==> src/rtl/pin_state_defines.vh <==
// register offsets, field positions and reset values of the pin-state block
`ifndef PIN_STATE_DEFINES_VH
`define PIN_STATE_DEFINES_VH

`define OFS_STANDBY_CTRL   12'h000
`define OFS_DIRECTION      12'h004
`define OFS_DATA_OUT       12'h008
`define OFS_PULLUP         12'h00c
`define OFS_PERIPH_SEL     12'h010
`define OFS_EXTINT_EN      12'h014
`define OFS_PIN_LEVEL      12'h018
`define OFS_INT_STATUS     12'h01c
`define OFS_INT_MASK       12'h020

`define BIT_PIN_STATE_SEL  0
`define BIT_MAIN_OSC_EN    1
`define BIT_SUB_OSC_EN     2
`define BIT_RESET_PIN_EN   3
`define BIT_I2C_WAKE_EN    4
`define BIT_CMP_INT_EN     5
`define CTRL_WIDTH         6
`define CTRL_RESET         6'h08

`define EV_STANDBY_ENTRY   0
`define EV_STANDBY_EXIT    1
`define EV_I2C_WAKE        2
`define EV_EXTINT_WAKE     3
`define EV_WIDTH           4

`endif

==> src/rtl/pin_state_cell.v <==
// per-pin driver and input-gate selection for run, sleep, stop and watch
`timescale 1ns/1ps
`default_nettype none

module pin_state_cell (
	input  wire standby,     // stop or watch mode active
	input  wire pin_state_select,         // pin_state_select
	input  wire osc_ded,     // pin owned by an enabled oscillator
	input  wire rst_ded,     // pin owned by the reset input
	input  wire is_cmp_out,  // pin is comparator_out_pin
	input  wire is_extint,   // pin carries an external interrupt
	input  wire extint_en,   // that channel's request enabled
	input  wire is_cmp_in,   // pin is comparator_in_pin
	input  wire is_scl,      // pin is the i2c clock
	input  wire i2c_wake_en, // i2c standby wakeup enabled
	input  wire norm_oe,     // run-mode output enable
	input  wire norm_out,    // run-mode output level
	input  wire held_oe,     // enable captured at standby entry
	input  wire held_out,    // level captured at standby entry
	input  wire cmp_result,  // live comparator output
	input  wire pu_set,      // pull-up setting
	input  wire pin_in,      // synchronised pin level
	output reg  oe,          // pad output enable
	output reg  out,         // pad output level
	output wire pu,          // pad pull-up enable
	output reg  in_en,       // digital input gate open
	output wire port_in,     // level seen by internal logic
	output wire extint_in,   // level to the interrupt detector
	output wire analog_en,   // analog path to comparator open
	output wire scl_in,      // level to the i2c wake detector
	output wire osc_act,     // oscillation input active
	output wire rst_in       // level to the reset input
);

	always @* begin
		oe    = 1'b0;
		out   = 1'b0;
		in_en = 1'b0;
		if (osc_ded || rst_ded) begin
			in_en = 1'b0;
		end else if (standby) begin
			if (!pin_state_select) begin
				oe  = held_oe;
				out = is_cmp_out ? cmp_result : held_out;
			end
		end else begin
			oe    = norm_oe;
			out   = norm_out;
			in_en = 1'b1;
		end
	end

	// blocked inputs read low, also when floated
	assign port_in   = in_en & pin_in;
	assign extint_in = is_extint & ~osc_ded & ~rst_ded & (~standby | extint_en) & pin_in;
	assign analog_en = is_cmp_in & ~osc_ded & ~rst_ded;
	assign scl_in    = is_scl & ~osc_ded & ~rst_ded & (~standby | i2c_wake_en) & pin_in;
	// pull-up stays connected unless the pin drives low or an enabled oscillator owns it
	assign pu        = pu_set & ~osc_ded & ~(oe & ~out);
	assign osc_act   = osc_ded & ~standby;
	assign rst_in    = rst_ded & pin_in;

endmodule

`default_nettype wire

==> src/rtl/pin_sync2.v <==
// two-flop synchroniser for a vector of pin levels
`timescale 1ns/1ps
`default_nettype none

module pin_sync2 #(
	parameter WIDTH = 16
) (
	input  wire             pclk,    // system clock
	input  wire             presetn, // async reset, active low
	input  wire             ce,      // clock enable
	input  wire [WIDTH-1:0] d_async, // raw pin levels
	output wire [WIDTH-1:0] q_sync   // synchronised levels
);

	reg [WIDTH-1:0] meta_reg;
	reg [WIDTH-1:0] sync_reg;

	always @(posedge pclk or negedge presetn) begin
		if (!presetn) begin
			meta_reg <= {WIDTH{1'b0}};
			sync_reg <= {WIDTH{1'b0}};
		end else if (ce) begin
			meta_reg <= d_async;
			sync_reg <= meta_reg;
		end
	end

	assign q_sync = sync_reg;

endmodule

`default_nettype wire

==> src/rtl/standby_pin_state_control.v <==
// pin-state control across run, sleep, stop, watch and reset, with apb registers
//
// Function
// - stop/watch: hold or float pins, block inputs
// - sleep leaves pins as in normal run
// - blocked input disables the digital input gate
// - port behaviour only when not dedicated function
// - main oscillator pins float in stop/watch
// - sub oscillator pins float in stop/watch
// - reset pin stays reset input always
// - reset: hi-z, input on except lcd pins
// - pull-up setting kept while floated, except on enabled oscillator pins
// - enabled external interrupts pass in standby
// - comparator output stays live when held
// - comparator analog input keeps working
// - i2c clock can wake from standby
// - floated pin input locked low
`timescale 1ns/1ps
`default_nettype none
`include "pin_state_defines.vh"

module standby_pin_state_control #(
	parameter NPINS       = 16,
	parameter MAIN_OSC    = 16'h0003, // main oscillator pin pair
	parameter SUB_OSC     = 16'h000c, // subclock oscillator pin pair
	parameter RESET_PIN   = 16'h0010, // shared reset pin
	parameter LCD_PINS    = 16'hf000, // lcd_segment_out / lcd_common_out pins
	parameter EXTINT_PINS = 16'h0f00, // external interrupt pins
	parameter CMP_OUT     = 16'h0020, // comparator_out_pin
	parameter CMP_IN      = 16'h0040, // comparator_in_pin
	parameter SCL_PIN     = 16'h0080  // i2c clock pin
) (
	input  wire             pclk,       // system clock, 25 MHz
	input  wire             presetn,    // cpu reset, async, active low
	input  wire             ce,         // clock enable, freezes all state
	input  wire             psel,       // apb select
	input  wire             penable,    // apb enable
	input  wire             pwrite,     // apb direction
	input  wire [11:0]      paddr,      // apb byte address
	input  wire [31:0]      pwdata,     // apb write data
	output wire [31:0]      prdata,     // apb read data
	output wire             pready,     // apb ready
	output wire             pslverr,    // apb error on unmapped address
	output wire             irq,        // level interrupt
	input  wire             stop_mode,  // chip in stop mode
	input  wire             watch_mode, // chip in watch mode
	input  wire [NPINS-1:0] periph_en,  // peripheral owns pin
	input  wire [NPINS-1:0] periph_oe,  // peripheral output enable
	input  wire [NPINS-1:0] periph_out, // peripheral output level
	input  wire             cmp_result, // live comparator result
	input  wire [NPINS-1:0] pin_in,     // pad input levels
	output wire [NPINS-1:0] pin_out,    // pad output levels
	output wire [NPINS-1:0] pin_oe,     // pad output enables
	output wire [NPINS-1:0] pin_pullup, // pad pull-up enables
	output wire [NPINS-1:0] pin_in_en,  // pad input gates open
	output wire [NPINS-1:0] port_in,    // gated levels to internal logic
	output wire [NPINS-1:0] extint_in,  // levels to interrupt detectors
	output wire [NPINS-1:0] analog_en,  // comparator analog paths open
	output wire [NPINS-1:0] osc_active, // oscillation inputs active
	output wire             rst_pin_in, // level from the reset pin
	output wire             wake        // standby wake request pulse
);

	////////////////////////////////////////////////////////////////
	// pin role masks, cut to the pin count on purpose

	localparam [NPINS-1:0] LCD_MASK = LCD_PINS[NPINS-1:0];
	localparam [NPINS-1:0] OSC_MASK = MAIN_OSC[NPINS-1:0] | SUB_OSC[NPINS-1:0];

	////////////////////////////////////////////////////////////////
	// registers

	reg [`CTRL_WIDTH-1:0] standby_control_reg;
	reg [NPINS-1:0]       direction_reg;
	reg [NPINS-1:0]       data_out_reg;
	reg [NPINS-1:0]       pullup_reg;
	reg [NPINS-1:0]       periph_sel_reg;
	reg [NPINS-1:0]       extint_en_reg;
	reg [`EV_WIDTH-1:0]   int_status_reg;
	reg [`EV_WIDTH-1:0]   int_mask_reg;
	reg [31:0]            prdata_reg;
	reg [31:0]            rdata_next;

	reg [NPINS-1:0]       held_oe_reg;
	reg [NPINS-1:0]       held_out_reg;
	reg [NPINS-1:0]       oe_reg;
	reg [NPINS-1:0]       out_reg;
	reg [NPINS-1:0]       pu_reg;
	reg [NPINS-1:0]       in_en_reg;
	reg [NPINS-1:0]       port_in_reg;
	reg [NPINS-1:0]       extint_reg;
	reg [NPINS-1:0]       analog_reg;
	reg [NPINS-1:0]       osc_reg;
	reg                   rst_in_reg;
	reg                   standby_reg;
	reg                   scl_prev_reg;
	reg [NPINS-1:0]       extint_prev_reg;
	reg                   wake_reg;

	wire [NPINS-1:0] pin_sync;
	wire [NPINS-1:0] cell_oe;
	wire [NPINS-1:0] cell_out;
	wire [NPINS-1:0] cell_pu;
	wire [NPINS-1:0] cell_in_en;
	wire [NPINS-1:0] cell_port_in;
	wire [NPINS-1:0] cell_extint;
	wire [NPINS-1:0] cell_analog;
	wire [NPINS-1:0] cell_scl;
	wire [NPINS-1:0] cell_osc;
	wire [NPINS-1:0] cell_rst;
	wire [NPINS-1:0] norm_oe;
	wire [NPINS-1:0] norm_out;
	wire [NPINS-1:0] osc_ded;
	wire [NPINS-1:0] rst_ded;

	// sleep behaves as run, so only stop and watch count
	wire standby   = stop_mode | watch_mode;
	wire pin_state_select       = standby_control_reg[`BIT_PIN_STATE_SEL];
	wire wr_stb    = psel & penable & pwrite & ce;
	wire setup_stb = psel & ~penable & ce;

	// unmapped decode for the error answer
	reg addr_ok;
	always @* begin
		if (paddr == `OFS_STANDBY_CTRL) begin
			addr_ok = 1'b1;
		end else if (paddr == `OFS_DIRECTION || paddr == `OFS_DATA_OUT || paddr == `OFS_PULLUP) begin
			addr_ok = 1'b1;
		end else if (paddr == `OFS_PERIPH_SEL || paddr == `OFS_EXTINT_EN || paddr == `OFS_PIN_LEVEL) begin
			addr_ok = 1'b1;
		end else if (paddr == `OFS_INT_STATUS || paddr == `OFS_INT_MASK) begin
			addr_ok = 1'b1;
		end else begin
			addr_ok = 1'b0;
		end
	end

	// read data is sampled in the setup cycle, so it comes from a flop
	always @* begin
		rdata_next = 32'h00000000;
		if (paddr == `OFS_STANDBY_CTRL) begin
			rdata_next[`CTRL_WIDTH-1:0] = standby_control_reg;
		end else if (paddr == `OFS_DIRECTION) begin
			rdata_next[NPINS-1:0] = direction_reg;
		end else if (paddr == `OFS_DATA_OUT) begin
			rdata_next[NPINS-1:0] = data_out_reg;
		end else if (paddr == `OFS_PULLUP) begin
			rdata_next[NPINS-1:0] = pullup_reg;
		end else if (paddr == `OFS_PERIPH_SEL) begin
			rdata_next[NPINS-1:0] = periph_sel_reg;
		end else if (paddr == `OFS_EXTINT_EN) begin
			rdata_next[NPINS-1:0] = extint_en_reg;
		end else if (paddr == `OFS_PIN_LEVEL) begin
			rdata_next[NPINS-1:0] = port_in_reg;
		end else if (paddr == `OFS_INT_STATUS) begin
			rdata_next[`EV_WIDTH-1:0] = int_status_reg;
		end else if (paddr == `OFS_INT_MASK) begin
			rdata_next[`EV_WIDTH-1:0] = int_mask_reg;
		end
	end

	assign prdata  = prdata_reg;
	// no wait states; a low clock enable stalls the bus
	assign pready  = ce;
	assign pslverr = psel & penable & ~addr_ok;

	////////////////////////////////////////////////////////////////
	// events

	wire scl_level   = |cell_scl;
	wire ev_entry    = standby & ~standby_reg;
	wire ev_exit     = ~standby & standby_reg;
	// gated by the enable: the masked clock would look like a falling edge on entry
	wire ev_i2c      = standby & i2c_wake_en & scl_prev_reg & ~scl_level;
	wire ev_extint   = standby & |(cell_extint & ~extint_prev_reg);
	wire [`EV_WIDTH-1:0] ev_vec;

	assign ev_vec[`EV_STANDBY_ENTRY] = ev_entry;
	assign ev_vec[`EV_STANDBY_EXIT]  = ev_exit;
	assign ev_vec[`EV_I2C_WAKE]      = ev_i2c;
	assign ev_vec[`EV_EXTINT_WAKE]   = ev_extint;

	assign irq  = |(int_status_reg & int_mask_reg);
	assign wake = wake_reg;

	always @(posedge pclk or negedge presetn) begin
		if (!presetn) begin
			standby_control_reg <= `CTRL_RESET;
			direction_reg       <= {NPINS{1'b0}};
			data_out_reg        <= {NPINS{1'b0}};
			pullup_reg          <= {NPINS{1'b0}};
			periph_sel_reg      <= {NPINS{1'b0}};
			extint_en_reg       <= {NPINS{1'b0}};
			int_status_reg      <= {`EV_WIDTH{1'b0}};
			int_mask_reg        <= {`EV_WIDTH{1'b0}};
			prdata_reg          <= 32'h00000000;
			standby_reg         <= 1'b0;
			scl_prev_reg        <= 1'b0;
			extint_prev_reg     <= {NPINS{1'b0}};
			wake_reg            <= 1'b0;
		end else if (ce) begin
			if (setup_stb && !pwrite) begin
				prdata_reg <= rdata_next;
			end
			if (wr_stb) begin
				if (paddr == `OFS_STANDBY_CTRL) begin
					standby_control_reg <= pwdata[`CTRL_WIDTH-1:0];
				end else if (paddr == `OFS_DIRECTION) begin
					direction_reg <= pwdata[NPINS-1:0];
				end else if (paddr == `OFS_DATA_OUT) begin
					data_out_reg <= pwdata[NPINS-1:0];
				end else if (paddr == `OFS_PULLUP) begin
					pullup_reg <= pwdata[NPINS-1:0];
				end else if (paddr == `OFS_PERIPH_SEL) begin
					periph_sel_reg <= pwdata[NPINS-1:0];
				end else if (paddr == `OFS_EXTINT_EN) begin
					extint_en_reg <= pwdata[NPINS-1:0];
				end else if (paddr == `OFS_INT_MASK) begin
					int_mask_reg <= pwdata[`EV_WIDTH-1:0];
				end
			end
			// set beats a same-cycle write-one clear
			if (wr_stb && paddr == `OFS_INT_STATUS) begin
				int_status_reg <= (int_status_reg & ~pwdata[`EV_WIDTH-1:0]) | ev_vec;
			end else begin
				int_status_reg <= int_status_reg | ev_vec;
			end
			standby_reg     <= standby;
			scl_prev_reg    <= scl_level;
			extint_prev_reg <= cell_extint;
			wake_reg        <= ev_i2c | ev_extint;
		end
	end

	////////////////////////////////////////////////////////////////
	// pin cells

	pin_sync2 #(
		.WIDTH (NPINS)
	) u_sync (
		.pclk    (pclk),
		.presetn (presetn),
		.ce      (ce),
		.d_async (pin_in),
		.q_sync  (pin_sync)
	);

	wire main_osc_en  = standby_control_reg[`BIT_MAIN_OSC_EN];
	wire sub_osc_en   = standby_control_reg[`BIT_SUB_OSC_EN];
	wire reset_pin_en = standby_control_reg[`BIT_RESET_PIN_EN];
	wire i2c_wake_en  = standby_control_reg[`BIT_I2C_WAKE_EN];

	genvar i;
	generate
		for (i = 0; i < NPINS; i = i + 1) begin : g_pin
			assign osc_ded[i]  = (MAIN_OSC[i] & main_osc_en) | (SUB_OSC[i] & sub_osc_en);
			assign rst_ded[i]  = RESET_PIN[i] & reset_pin_en;
			assign norm_oe[i]  = periph_sel_reg[i] & periph_en[i] ? periph_oe[i] : direction_reg[i];
			assign norm_out[i] = periph_sel_reg[i] & periph_en[i] ? periph_out[i] : data_out_reg[i];

			pin_state_cell u_cell (
				.standby     (standby),
				.pin_state_select         (pin_state_select),
				.osc_ded     (osc_ded[i]),
				.rst_ded     (rst_ded[i]),
				.is_cmp_out  (CMP_OUT[i] ? 1'b1 : 1'b0),
				.is_extint   (EXTINT_PINS[i] ? 1'b1 : 1'b0),
				.extint_en   (extint_en_reg[i]),
				.is_cmp_in   (CMP_IN[i] ? 1'b1 : 1'b0),
				.is_scl      (SCL_PIN[i] ? 1'b1 : 1'b0),
				.i2c_wake_en (i2c_wake_en),
				.norm_oe     (norm_oe[i]),
				.norm_out    (norm_out[i]),
				.held_oe     (held_oe_reg[i]),
				.held_out    (held_out_reg[i]),
				.cmp_result  (cmp_result),
				.pu_set      (pullup_reg[i]),
				.pin_in      (pin_sync[i]),
				.oe          (cell_oe[i]),
				.out         (cell_out[i]),
				.pu          (cell_pu[i]),
				.in_en       (cell_in_en[i]),
				.port_in     (cell_port_in[i]),
				.extint_in   (cell_extint[i]),
				.analog_en   (cell_analog[i]),
				.scl_in      (cell_scl[i]),
				.osc_act     (cell_osc[i]),
				.rst_in      (cell_rst[i])
			);
		end
	endgenerate

	////////////////////////////////////////////////////////////////
	// pad registers; reset state is hi-z, input open except lcd pins

	always @(posedge pclk or negedge presetn) begin
		if (!presetn) begin
			held_oe_reg  <= {NPINS{1'b0}};
			held_out_reg <= {NPINS{1'b0}};
			oe_reg       <= {NPINS{1'b0}};
			out_reg      <= {NPINS{1'b0}};
			pu_reg       <= {NPINS{1'b0}};
			in_en_reg    <= ~LCD_MASK;
			port_in_reg  <= {NPINS{1'b0}};
			extint_reg   <= {NPINS{1'b0}};
			analog_reg   <= {NPINS{1'b0}};
			osc_reg      <= OSC_MASK;
			rst_in_reg   <= 1'b0;
		end else if (ce) begin
			// track the drive in every run cycle, so the value held in
			// standby is the last one driven, even right after an exit
			if (!standby) begin
				held_oe_reg  <= cell_oe;
				held_out_reg <= cell_out;
			end
			oe_reg      <= cell_oe;
			out_reg     <= cell_out;
			pu_reg      <= cell_pu;
			in_en_reg   <= cell_in_en;
			port_in_reg <= cell_port_in;
			extint_reg  <= cell_extint;
			analog_reg  <= cell_analog;
			osc_reg     <= cell_osc;
			rst_in_reg  <= |cell_rst;
		end
	end

	assign pin_oe     = oe_reg;
	assign pin_out    = out_reg;
	assign pin_pullup = pu_reg;
	assign pin_in_en  = in_en_reg;
	assign port_in    = port_in_reg;
	assign extint_in  = extint_reg;
	assign analog_en  = analog_reg;
	assign osc_active = osc_reg;
	assign rst_pin_in = rst_in_reg;

endmodule

`default_nettype wire
==> config.mk <==
export PLATFORM = sky130hd
export DESIGN_NAME = standby_pin_state_control
export DESIGN_NICKNAME = d
export VERILOG_FILES = /design/src/rtl/pin_state_cell.v /design/src/rtl/pin_sync2.v /design/src/rtl/standby_pin_state_control.v
export VERILOG_INCLUDE_DIRS = /design/src /design/src/rtl
export SDC_FILE = /design/constraint.sdc
export NUM_CORES = 1
export LEC_CHECK = 0
export ABC_CLOCK_PERIOD_IN_PS = 4500
export BUFFER_PORTS_ARGS = -buffer_cell sky130_fd_sc_hd__buf_2
export CAP_MARGIN = 25
export CORE_ASPECT_RATIO = 1.5
export CORE_MARGIN = 2
export CORE_UTILIZATION = 40
export CTS_CLUSTER_SIZE = 12
export DETAILED_ROUTE_END_ITERATION = 16
export PLACE_DENSITY = 0.66
export SETUP_SLACK_MARGIN = 0.2
export SYNTH_ARGS = -nofsm -noshare
export SYNTH_HDL_FRONTEND = slang
export SYNTH_SLANG_ARGS = --single-unit
==> constraint.sdc <==
create_clock -name pclk -period 4.5 [get_ports pclk]
set_clock_uncertainty 0.2 [all_clocks]
set_input_delay 0.9 -clock pclk [delete_from_list [all_inputs] [get_ports pclk]]
set_output_delay 0.9 -clock pclk [all_outputs]
set_load 0.01 [all_outputs]
======== Yosys cells after proc, flatten, opt, wreduce, memory -nomap -nowiden ========
Index checks and enable logic that the tools add are counted.
operators by class
  muxes and demuxes ....................... 126
  reduce and logical (&&, ||, !) cells .... 20
  eq/ne operators ......................... 8
  bitwise gates (word level) .............. 147
operator list
  operator                                                                number
  1-bit two-way mux                                                       114
  1-bit AND                                                               88
  16-bit two-way mux                                                      5
  12-bit by 5-bit equality test with 1-bit output, second input constant  4
  1-bit inverter                                                          45
  12-bit by 4-bit equality test with 1-bit output, second input constant  2
  12-bit by 16-bit AND with 16-bit output                                 1
  4-bit two-way mux                                                       4
  12-bit inverter with 16-bit output                                      1
  16-bit OR reduction                                                     1
  12-bit by 3-bit equality test with 1-bit output, second input constant  1
  12-bit by 6-bit equality test with 1-bit output, second input constant  1
  12-bit logical NOT                                                      1
  12-bit two-way mux                                                      1
  10-bit two-way mux                                                      1
  9-bit AND reduction                                                     1
  4-bit AND                                                               2
  4-bit bitwise OR                                                        2
  8-bit AND reduction                                                     1
  1-bit bitwise OR                                                        7
  7-bit AND reduction                                                     1
  6-bit two-way mux                                                       1
  6-bit AND reduction                                                     1
  1-bit logical OR                                                        5
  other kinds (8)                                                         10
word-level totals
  input port bits ......................... 117
  word-level logic and storage cells ...... 326
  output and inout bits ................... 165
  register bits ........................... 263

======== Logic depth before layout (Yosys ltp) ========
Gate-level depths: netlist of the first run.
  word-level depth ........................ 10
  mapped depth ............................ 8
  depth with buffers taken out ............ 5

======== Modules after synthesis ========
From an unflattened synthesis of the first run, not the netlist that was laid out.
unflattened totals
  cell total of the unflattened synthesis .. 1333
  area, all modules ....................... 15697.6 um^2
by module, submodules not included
  module                     sequential area each (um^2)  cells each  area each (um^2)  times used
  standby_pin_state_control  6877.8                       929         12290.5           1
  pin_state_cell             0.0                          21          128.9             16
  pin_sync2                  800.8                        68          1345.0            1

======== Least setup slack after synthesis of the first run ========
Ideal clock, no wire load.
  path kind ............................... input-to-output
  start ................................... input paddr[2]
  end ..................................... output pslverr
  data required time ...................... 3.400 ns
  path buffers ............................ 2
  arrival time ............................ 2.139 ns
  slack ................................... 1.261 ns
  stages .................................. 5
  path through ............................ buf_2 nor4_1 clkbuf_1 a32oi_1 and3_1
on the way
  longest elaborated chain between the ends .. 8
  elaborated cells between the ends (all ways) .. 20
  those cells by class .................... eq/ne (8); mux (4); bitwise (2); reduce/logical (6)
RTL lines
  element                                                                                                                              line                             source
  start, declared                                                                                                                      standby_pin_state_control.v:39   input wire [11:0] paddr,
  12-bit by 5-bit equality test with 1-bit output (no line) / 12-bit by 6-bit equality test with 1-bit output (equally long branches)  --
  1-bit logical OR (no line)                                                                                                           --
  1-bit two-way mux / 1-bit logical OR (equally long branches)                                                                         --
  1-bit two-way mux                                                                                                                    standby_pin_state_control.v:129  end else if (paddr == `OFS_PERIPH_SEL || paddr == `OFS_EXTINT_EN || paddr == `OFS_PIN_LEVEL) begin
  1-bit two-way mux                                                                                                                    standby_pin_state_control.v:127  end else if (paddr == `OFS_DIRECTION || paddr == `OFS_DATA_OUT || paddr == `OFS_PULLUP) begin
  1-bit two-way mux (*)                                                                                                                standby_pin_state_control.v:125  if (paddr == `OFS_STANDBY_CTRL) begin
  1-bit inverter (*)                                                                                                                   standby_pin_state_control.v:165  assign pslverr = psel & penable & ~addr_ok;
  1-bit AND (*)                                                                                                                        standby_pin_state_control.v:165
  end, declared                                                                                                                        standby_pin_state_control.v:43   output wire pslverr,
Mark *: on every way between the ends. The rest lies on a longest branch, timed or not.

======== Worst setup path after layout of the first run ========
  start ................................... input paddr[9]
  end ..................................... output pslverr
The elaborated chain is that of the path after synthesis.

==> results.cfg, run 1 <==
[status]
outcome = completed

[clocking]
post_cts_buffers = 0
cts_sinks = 253
cts.repair.resized = 0
worstSkewPairLatency_ns = 0.52
clk_pin_slew_ns = 0.06
cts-buffers-inserted = 27
cts_tree = done
cts-root-buf = clkbuf_16
ctsLongestPathBuffers = 3
cts_max_level = 1

[worst_setup_path]
worst-setup-path-type = in -> out
reg2reg_depth = 4
regToRegEndpoint = pin_pullup[2]
end_kind = primary output
rrSetupSlack_ns = 2.20
start_kind = input pin
cp.arrival_ns = 2.44
required_ns = 3.40
r2r-start = standby_control_reg[0]
path_max_fanout = 6

[place]
gp_congestion = 0.926
dp_hpwl_mm = 27.3
portBuffers = 210
place_area_sq_mm = 0.0134
post-place-ws_ns = 0.740

[routing]
first_pass_iters = 5
drt_iter0_drc = 593
totalWireLength_mm = 37.7
wire_per_inst_microns = 22.2
antenna_left = 0
drc = 0
viasPerCell = 5.45
vias = 9274

[timing]
setup_tns_ns = 0
layout_min_cycle_time_ns = 3.54
worst_pin_slew_ns = 0.990
hold_viol_final = 0
rsz0062_at_grt = false
drv_slew = 0
finalSetupViolCount = 0
fmaxAchievable_mhz = 283
setup_slack_ns = 0.962
relSlewSlack_pct = 34.0
fin_crit_sh_pct = 78.6

[finish]
stdcell_area_sq_mm = 0.0143
areaGrowthSynthToFinish_pct = 16.6
fill_cells = 2855
final_common_cell = dfrtp_1
most-common-layout-cells = dfrtp_1 (246), buf_2 (208), mux2_2 (145), nand2_1 (122), o21ai_0 (62)
fin_nets = 1399
multi_input_area_sq_mm = 0.00531
seq_area_sq_mm = 0.00634
drive_above_1_share_pct = 34.7

[global_route]
track_usage_pct = 23.2
antenna_found_initial = 3
grt_pass1_wl_mm = 56.5
grt.overflow.total = 0
grt_max_degree = 160
grt_pass1_vias = 9405

[floorplanning]
initial_core_util_pct = 40.6
die_h_microns = 219
core_area_sq_mm = 0.0303
die_w_microns = 147
fp-row-count = 78
die_area_sq_mm = 0.0322
num_io_pins = 282

[yosys]
synth_edf_count = 0
postSynthCellCount = 1101
ys_types = 67
synth-seq-cells = 253
ys_seq_area_share_pct = 51.6
synth-xor-area-share_pct = 0
ys.flop_type = dfrtp_1
synth.area.mux_share_pct = 16.7
synth_fa_ha_area_share_pct = 0
synth-simple-area-share_pct = 10.8
synth-compound-area-share_pct = 13.9
synth_area_per_cell_sq_um = 11.2
netlist_area_sq_mm = 0.0123
yosys_warnings = 0
synth_top_family_by_area = multiplexers
async_reset_ff_share_pct = 100

[power]
leakagePower_nw = 6.88
ir_worst_vdd_mv = 0.213
p_int_mw = 3.79
comb_power_share_pct = 8.7
power_density_mw_per_mm2 = 350
p_sw_mw = 1.23
seq_power_share_pct = 48.4
clock_power_share_pct = 42.9
p_sw_share_pct = 24.5
power_mw = 5.02

[min_path]
worstHoldStart = pin_oe[10]
hold_path_depth = 1
min_path_type = reg -> reg
min_to = pin_oe[10]

[flow_run]
maxCapViolations = 0
-- what timing repair did --
action	in CTS	in global routing
hold endpoints to repair	4	0
setup endpoints to repair	0	0
hold buffers	1	0
-- through the flow --
| stage | hold WS [ns] | util, % | cells |
|---|---|---|---|
| floorplan | 0.239 | - | 1155 |
| global placement | 0.247 | 44.4 | 1651 |
| detailed placement | 0.258 | 44.4 | 1651 |
| CTS | 0.274 | 47.3 | 1699 |
| global route | 0.284 | 47.4 | 1702 |
| finish | 0.272 | 47.4 | 1702 |
-- cell usage after synthesis, types with 4 or more instances --
cell type / instances / area, sq um
dfstp_2: 7 / 184
clkbuf_1: 39 / 146
inv_1: 15 / 56.3
o2bb2ai_1: 20 / 175
mux2i_1: 24 / 240
nor2_1: 39 / 146
and3_1: 6 / 37.5
nand2_1: 122 / 458
a22o_1: 12 / 105
o311ai_0: 4 / 35.0
dfrtp_1: 246 / 6160
o21ai_0: 62 / 310
o211ai_1: 23 / 173
nor2b_1: 5 / 31.3
buf_1: 12 / 45.0
a21oi_1: 47 / 235
a21o_1: 11 / 82.6
nor3_1: 21 / 105
nor3b_1: 16 / 120
buf_2: 5 / 25.0
or4_1: 4 / 30.0
nand2b_1: 4 / 25.0
a221oi_1: 9 / 78.8
mux2_4: 12 / 180
a22oi_1: 10 / 75.1
o31ai_1: 14 / 105
mux2_2: 145 / 1630
a2bb2oi_1: 7 / 61.3
nand3_1: 13 / 65.1
buf_6: 4 / 45.0
o21a_1: 12 / 90.1
buf_4: 71 / 533
nand3b_1: 11 / 82.6
-- cell type report --
| cell class | count | area share [%] |
|---|---|---|
| Sequential cell | 253 | 44.2 |
| Timing Repair Buffer | 230 | 8.71 |
| Multi-Input combinational cell | 753 | 37.1 |
| Tap cell | 400 | 3.49 |
| Clock inverter | 2 | 0.0698 |
| Antenna cell | 2 | 0.0349 |
| Inverter | 17 | 0.445 |
| Clock buffer | 45 | 5.95 |
-- metal layers --
| metal | routed length, microns | vias up | track usage [%] |
|---|---|---|---|
| met1 | 13800 | 4623 | 26.3 |
| met3 | 2050 | 70 | 3.13 |
| met2 | 20100 | 360 | 42.7 |
| li1 | - | 4219 | - |
| met5 | 13 | - | 0 |
| met4 | 1780 | 2 | 11.3 |
-- worst max path at each step --
stage / from / to / slack [ns] / depth (start not counted)
after floorplan: paddr[2] / pslverr / 1.26 / 5
after global placement: paddr[3] / data_out_reg[2] / 0.80 / 6
after detailed placement: paddr[3] / data_out_reg[15] / 0.74 / 6
after CTS: paddr[9] / pslverr / 0.96 / 6
after global routing: paddr[9] / pslverr / 0.90 / 6
final: paddr[9] / pslverr / 0.96 / 6
-- power by group through the flow --
stage	logic (mW)	registers, mW	clock network [mW]
6_report	0.437	2.43	2.16
5_1_grt	0.478	2.44	2.32
4_1_cts	0.442	2.43	2.21
3_5_place_dp	0.440	2.47	0
3_3_place_gp	0.435	2.47	0
2_1_floorplan	0.240	2.46	0
-- critical path, stage by stage --
cell and delay, ns:
buf_2 0.12, or4_1 0.69, nor4_1 0.23, a32oi_1 0.15, and3_1 0.21, buf_2 0.13
-- cell families after synthesis --
logic type,after synthesis
DFF,253
AOI/OAI and AO/OA,252
other,1
buffers and inverters,149
and+or+nand+nor,265
muxes,181
Note: power is estimated with default switching activity, not from simulation.
==> inputs of run 2 (changes only) <==
- ABC_CLOCK_PERIOD_IN_PS: 4500 -> 3400
- clock period: 4.5 -> 3.4 ns (I/O delays scaled with it)
==> run 2 against run 1 <==
Against the previous run:
- combinational power rose by 36%
- final cell count rose by 1.1%
- hold slack got worse by 0.099 ns
- sequential power rose by 33%
- sequential cell count did not move
- core utilization rose by 0.42 points
- critical path type unchanged
- largest power group unchanged
==> results.cfg, run 2 (same netlist as run 1, synthesis figures left out) <==
[global_route]
grt_pass1_vias = 9280
grt.overflow.total = 0
grt_pass1_wl_mm = 56.0
use_met2_pct = 42.0
antenna_found_initial = 1
grt_max_degree = 132
grtUsageMet3_pct = 2.82
grt_use_met1_pct = 26.0
grt-busiest-layer = met2
track_usage_pct = 23.1

[timing]
fmaxAchievable_mhz = 342
drv_slew = 0
rsz0062_at_grt = false
finalSetupViolCount = 0
hold_viol_final = 0
setup_tns_ns = 0
fin_crit_sh_pct = 85.9
relSlewSlack_pct = 49.8
layout_min_cycle_time_ns = 2.92
worst_pin_slew_ns = 0.752

[floorplanning]
die_area_sq_mm = 0.0322
fp-row-count = 78
die_h_microns = 219
initial_core_util_pct = 40.6
num_io_pins = 282
die_w_microns = 147
core_area_sq_mm = 0.0303

[place]
portBuffers = 210
dp_hpwl_mm = 27.8
dp.cells = 1673
gp_congestion = 0.928
place_area_sq_mm = 0.0136

[worst_setup_path]
start_kind = input pin
end_kind = primary output
cp.arrival_ns = 2.04
worst-setup-path-type = in -> out
required_ns = 2.52
path_max_fanout = 2

[finish]
seq_area_sq_mm = 0.00634
multi_input_area_sq_mm = 0.00531
most-common-layout-cells = dfrtp_1 (246), buf_2 (208), mux2_2 (145), nand2_1 (122), o21ai_0 (62)
drive_above_1_share_pct = 35.4
fin_nets = 1419
fill_cells = 2842
stdcell_area_sq_mm = 0.0145
areaGrowthSynthToFinish_pct = 17.6
final_common_cell = dfrtp_1
final-instance-count-excl-fill = 1720

[clocking]
worstSkewPairLatency_ns = 0.54
ctsLongestPathBuffers = 3
cts-root-buf = clkbuf_16
cts_sinks = 253
cts_tree = done
cts.repair.resized = 0
cts-buffers-inserted = 26
cts_max_level = 1
clk_pin_slew_ns = 0.06

[min_path]
min_path_type = in -> reg

[routing]
drc = 0
vias = 9380
antenna_left = 0
drt_iter0_drc = 512
wire_per_inst_microns = 22.0
totalWireLength_mm = 37.8
viasPerCell = 5.45
first_pass_iters = 5

[status]
outcome = completed

[flow_run]
maxCapViolations = 0

[power]
ir_worst_vdd_mv = 0.351
power_density_mw_per_mm2 = 454
leakagePower_nw = 6.96
[run 2: final cells by class]
class	count	area share (%)
flip-flops and latches	253	43.8
multi-input cells	753	36.7
repair buffers	251	9.93
clock buffers	43	5.50
well taps	400	3.46
inverters	17	0.441
clock inverters	2	0.0692
diodes	1	0.0173
[run 2: final timing paths]
kind / startpoint / to / slack (ns) / depth (start not counted)
max: paddr[9] / pslverr / 0.48 / 6
min: pin_in[6] / u_sync.meta_reg[6] / 0.17 / 2
max reg2reg: periph_sel_reg[2] / pin_pullup[2] / 1.41 / 5
min reg2reg: analog_en[6] / analog_en[6] / 0.26 / 1
max in group asynchronous: presetn / direction_reg[14] / 1.67 / 3
min in group asynchronous: presetn / pin_oe[3] / 0.53 / 2
[run 2: metrics by stage]
step	setup WS (ns)	hold WS, ns	utilization (%)	power [mW]
finish	0.479	0.172	47.8	6.57
CTS	0.477	0.153	47.8	6.64
global placement	0.372	0.244	45.1	3.86
global route	0.395	0.167	47.8	6.81
detailed placement	0.319	0.248	45.1	3.87
floorplan	0.601	0.184	-	3.58
[run 2: worst max-delay path: stages]
cell and delay (ns):
buf_2 0.12, or4_1 0.55, nor4_1 0.21, a32oi_1 0.16, and3_1 0.19, buf_2 0.13
[run 2: metal layers]
metal / vias to the layer above / share of wire (%)
li1: 4255 / -
met4: 0 / 5.9
met3: 75 / 5.0
met1: 4719 / 37
met2: 331 / 52
met5: - / 0
[run 2: what timing repair did]
action,in CTS,in global routing
hold endpoints to repair,72,0
buffers inserted,0,0
hold buffers,1,0
[run 2: report_power, final]
group	switching (mW)	internal (mW)
Clock	1.18	1.58
Combinational	0.372	0.221
Sequential	0.0932	3.12
Total	1.64	4.92
==> inputs of run 3 (changes only) <==
- CORE_MARGIN: 2 -> default
==> run 3 against run 2 <==
Against the previous run:
- the flow now finishes with violations (hold timing)
- die area fell by 2.3%
- clock power barely moved
- sequential power barely moved
==> results.cfg, run 3 (same netlist as run 1, synthesis figures left out) <==
[routing]
first_pass_iters = 5
antenna_left = 0
drc = 0
vias = 9330
wire_per_inst_microns = 22.0
drt_iter0_drc = 534
totalWireLength_mm = 37.8
viasPerCell = 5.43

[clocking]
cts_max_level = 1
cts-hold-fix-buffers = 0
ctsLongestPathBuffers = 3
cts_tree = done
cts-root-buf = clkbuf_16
cts-buffers-inserted = 26
post_cts_buffers = 0
clk_pin_slew_ns = 0.06
cts.repair.resized = 0
cts_sinks = 253
worstSkewPairLatency_ns = 0.53

[finish]
fin_nets = 1418
areaGrowthSynthToFinish_pct = 17.4
diodes = 0
most-common-layout-cells = dfrtp_1 (246), buf_2 (208), mux2_2 (145), nand2_1 (122), o21ai_0 (62)
stdcell_area_sq_mm = 0.0144
fill_cells = 2857
drive_above_1_share_pct = 35.3
final_common_cell = dfrtp_1

[global_route]
grt.overflow.total = 0
grt_max_degree = 132
grt_pass1_vias = 9189
antenna_found_initial = 0
grt_pass1_wl_mm = 56.8
track_usage_pct = 24.0

[timing]
fmaxAchievable_mhz = 343
finalSetupViolCount = 0
drv_slew = 0
layout_min_cycle_time_ns = 2.92
hold_viol_final = 3
fin_crit_sh_pct = 85.8
setup_tns_ns = 0
rsz0062_at_grt = false
hold_ws_ns = -0.0157
worst_pin_slew_ns = 0.830
relSlewSlack_pct = 44.7

[floorplanning]
num_io_pins = 282
core_area_sq_mm = 0.0303
die_area_sq_mm = 0.0315
die_w_microns = 145
initial_core_util_pct = 40.6
die_h_microns = 217
fp-row-count = 78

[status]
violations = hold timing
outcome = finished with violations

[worst_setup_path]
cp_common_cell = buf_2
crit_buf_inv = 2
cp.arrival_ns = 2.04
end_kind = primary output
start_kind = input pin
cp_slowest_cell = nor4_4
path_delay_family = simple AND/OR/NAND/NOR gates
crit_start = paddr[9]
path_max_fanout = 7
max_stage_delay_ns = 0.46
required_ns = 2.52
worst-setup-path-type = in -> out
r2r-start = standby_control_reg[0]
crit_chain = buf_2 > nor4_4 > and2_1 > a32oi_1 > and3_1 > buf_2

[place]
dp_hpwl_mm = 28.0
place_area_sq_mm = 0.0136
gp_congestion = 0.925
portBuffers = 210

[min_path]
min_path_type = in -> async

[power]
leakagePower_nw = 6.95
ir_worst_vdd_mv = 0.416
power_density_mw_per_mm2 = 454
power_mw = 6.56

[flow_run]
maxCapViolations = 0
[run 3: final cells by class]
| type | instances | area [sq um] | share of cell area, % |
|---|---|---|---|
| clock inverters | 1 | 5.00 | 0.0347 |
| clock buffers | 45 | 803 | 5.56 |
| inverters | 17 | 63.8 | 0.442 |
| repair buffers | 250 | 1410 | 9.79 |
| well taps | 400 | 500 | 3.47 |
| multi-input cells | 753 | 5310 | 36.8 |
| flip-flops and latches | 253 | 6340 | 43.9 |
[run 3: power by group]
group	switching [mW]	leakage [nW]	total, mW	internal, mW
combinational	0.373	3.20	0.592	0.220
clock	1.16	0.394	2.75	1.59
sequential	0.0923	3.35	3.22	3.12
[run 3: layer usage]
layer | global-route usage [%] | vias to the layer above | part of all wire (%)
li1 | - | 4248 | -
met1 | 27.0 | 4682 | 37
met2 | 43.9 | 329 | 53
met3 | 2.99 | 71 | 4.8
met4 | 13.1 | 0 | 5.7
met5 | 0 | - | 0
[run 3: path summary, 6_finish.rpt]
kind                                       end  slack, ns  depth (start not counted)
max in group asynchronous          port_in[10]       2.19                          2
min in group pclk          u_sync.meta_reg[14]       0.18                          2
max reg2reg                         pin_oe[15]       1.46                          4
min reg2reg                       analog_en[6]       0.26                          1
min                         u_sync.meta_reg[4]      -0.02                          1
max                                    pslverr       0.48                          6
[run 3: per-stage QoR]
| step | utilization [%] | worst slack (ns) | cells |
|---|---|---|---|
| 3_3_place_gp | 45.0 | 0.402 | 1673 |
| 2_1_floorplan | - | 0.601 | 1155 |
| 6_report | 47.7 | 0.484 | 1719 |
| 3_5_place_dp | 45.0 | 0.356 | 1673 |
| 4_1_cts | 47.7 | 0.491 | 1719 |
| 5_1_grt | 47.7 | 0.373 | 1719 |
[run 3: worst register-to-register path, cell delays in order (launching register included)]
cell	delay [ns]
dfrtp_1	0.51
o21ba_2	0.61
nand2_1	0.17
o211ai_1	0.20
o21a_1	0.19
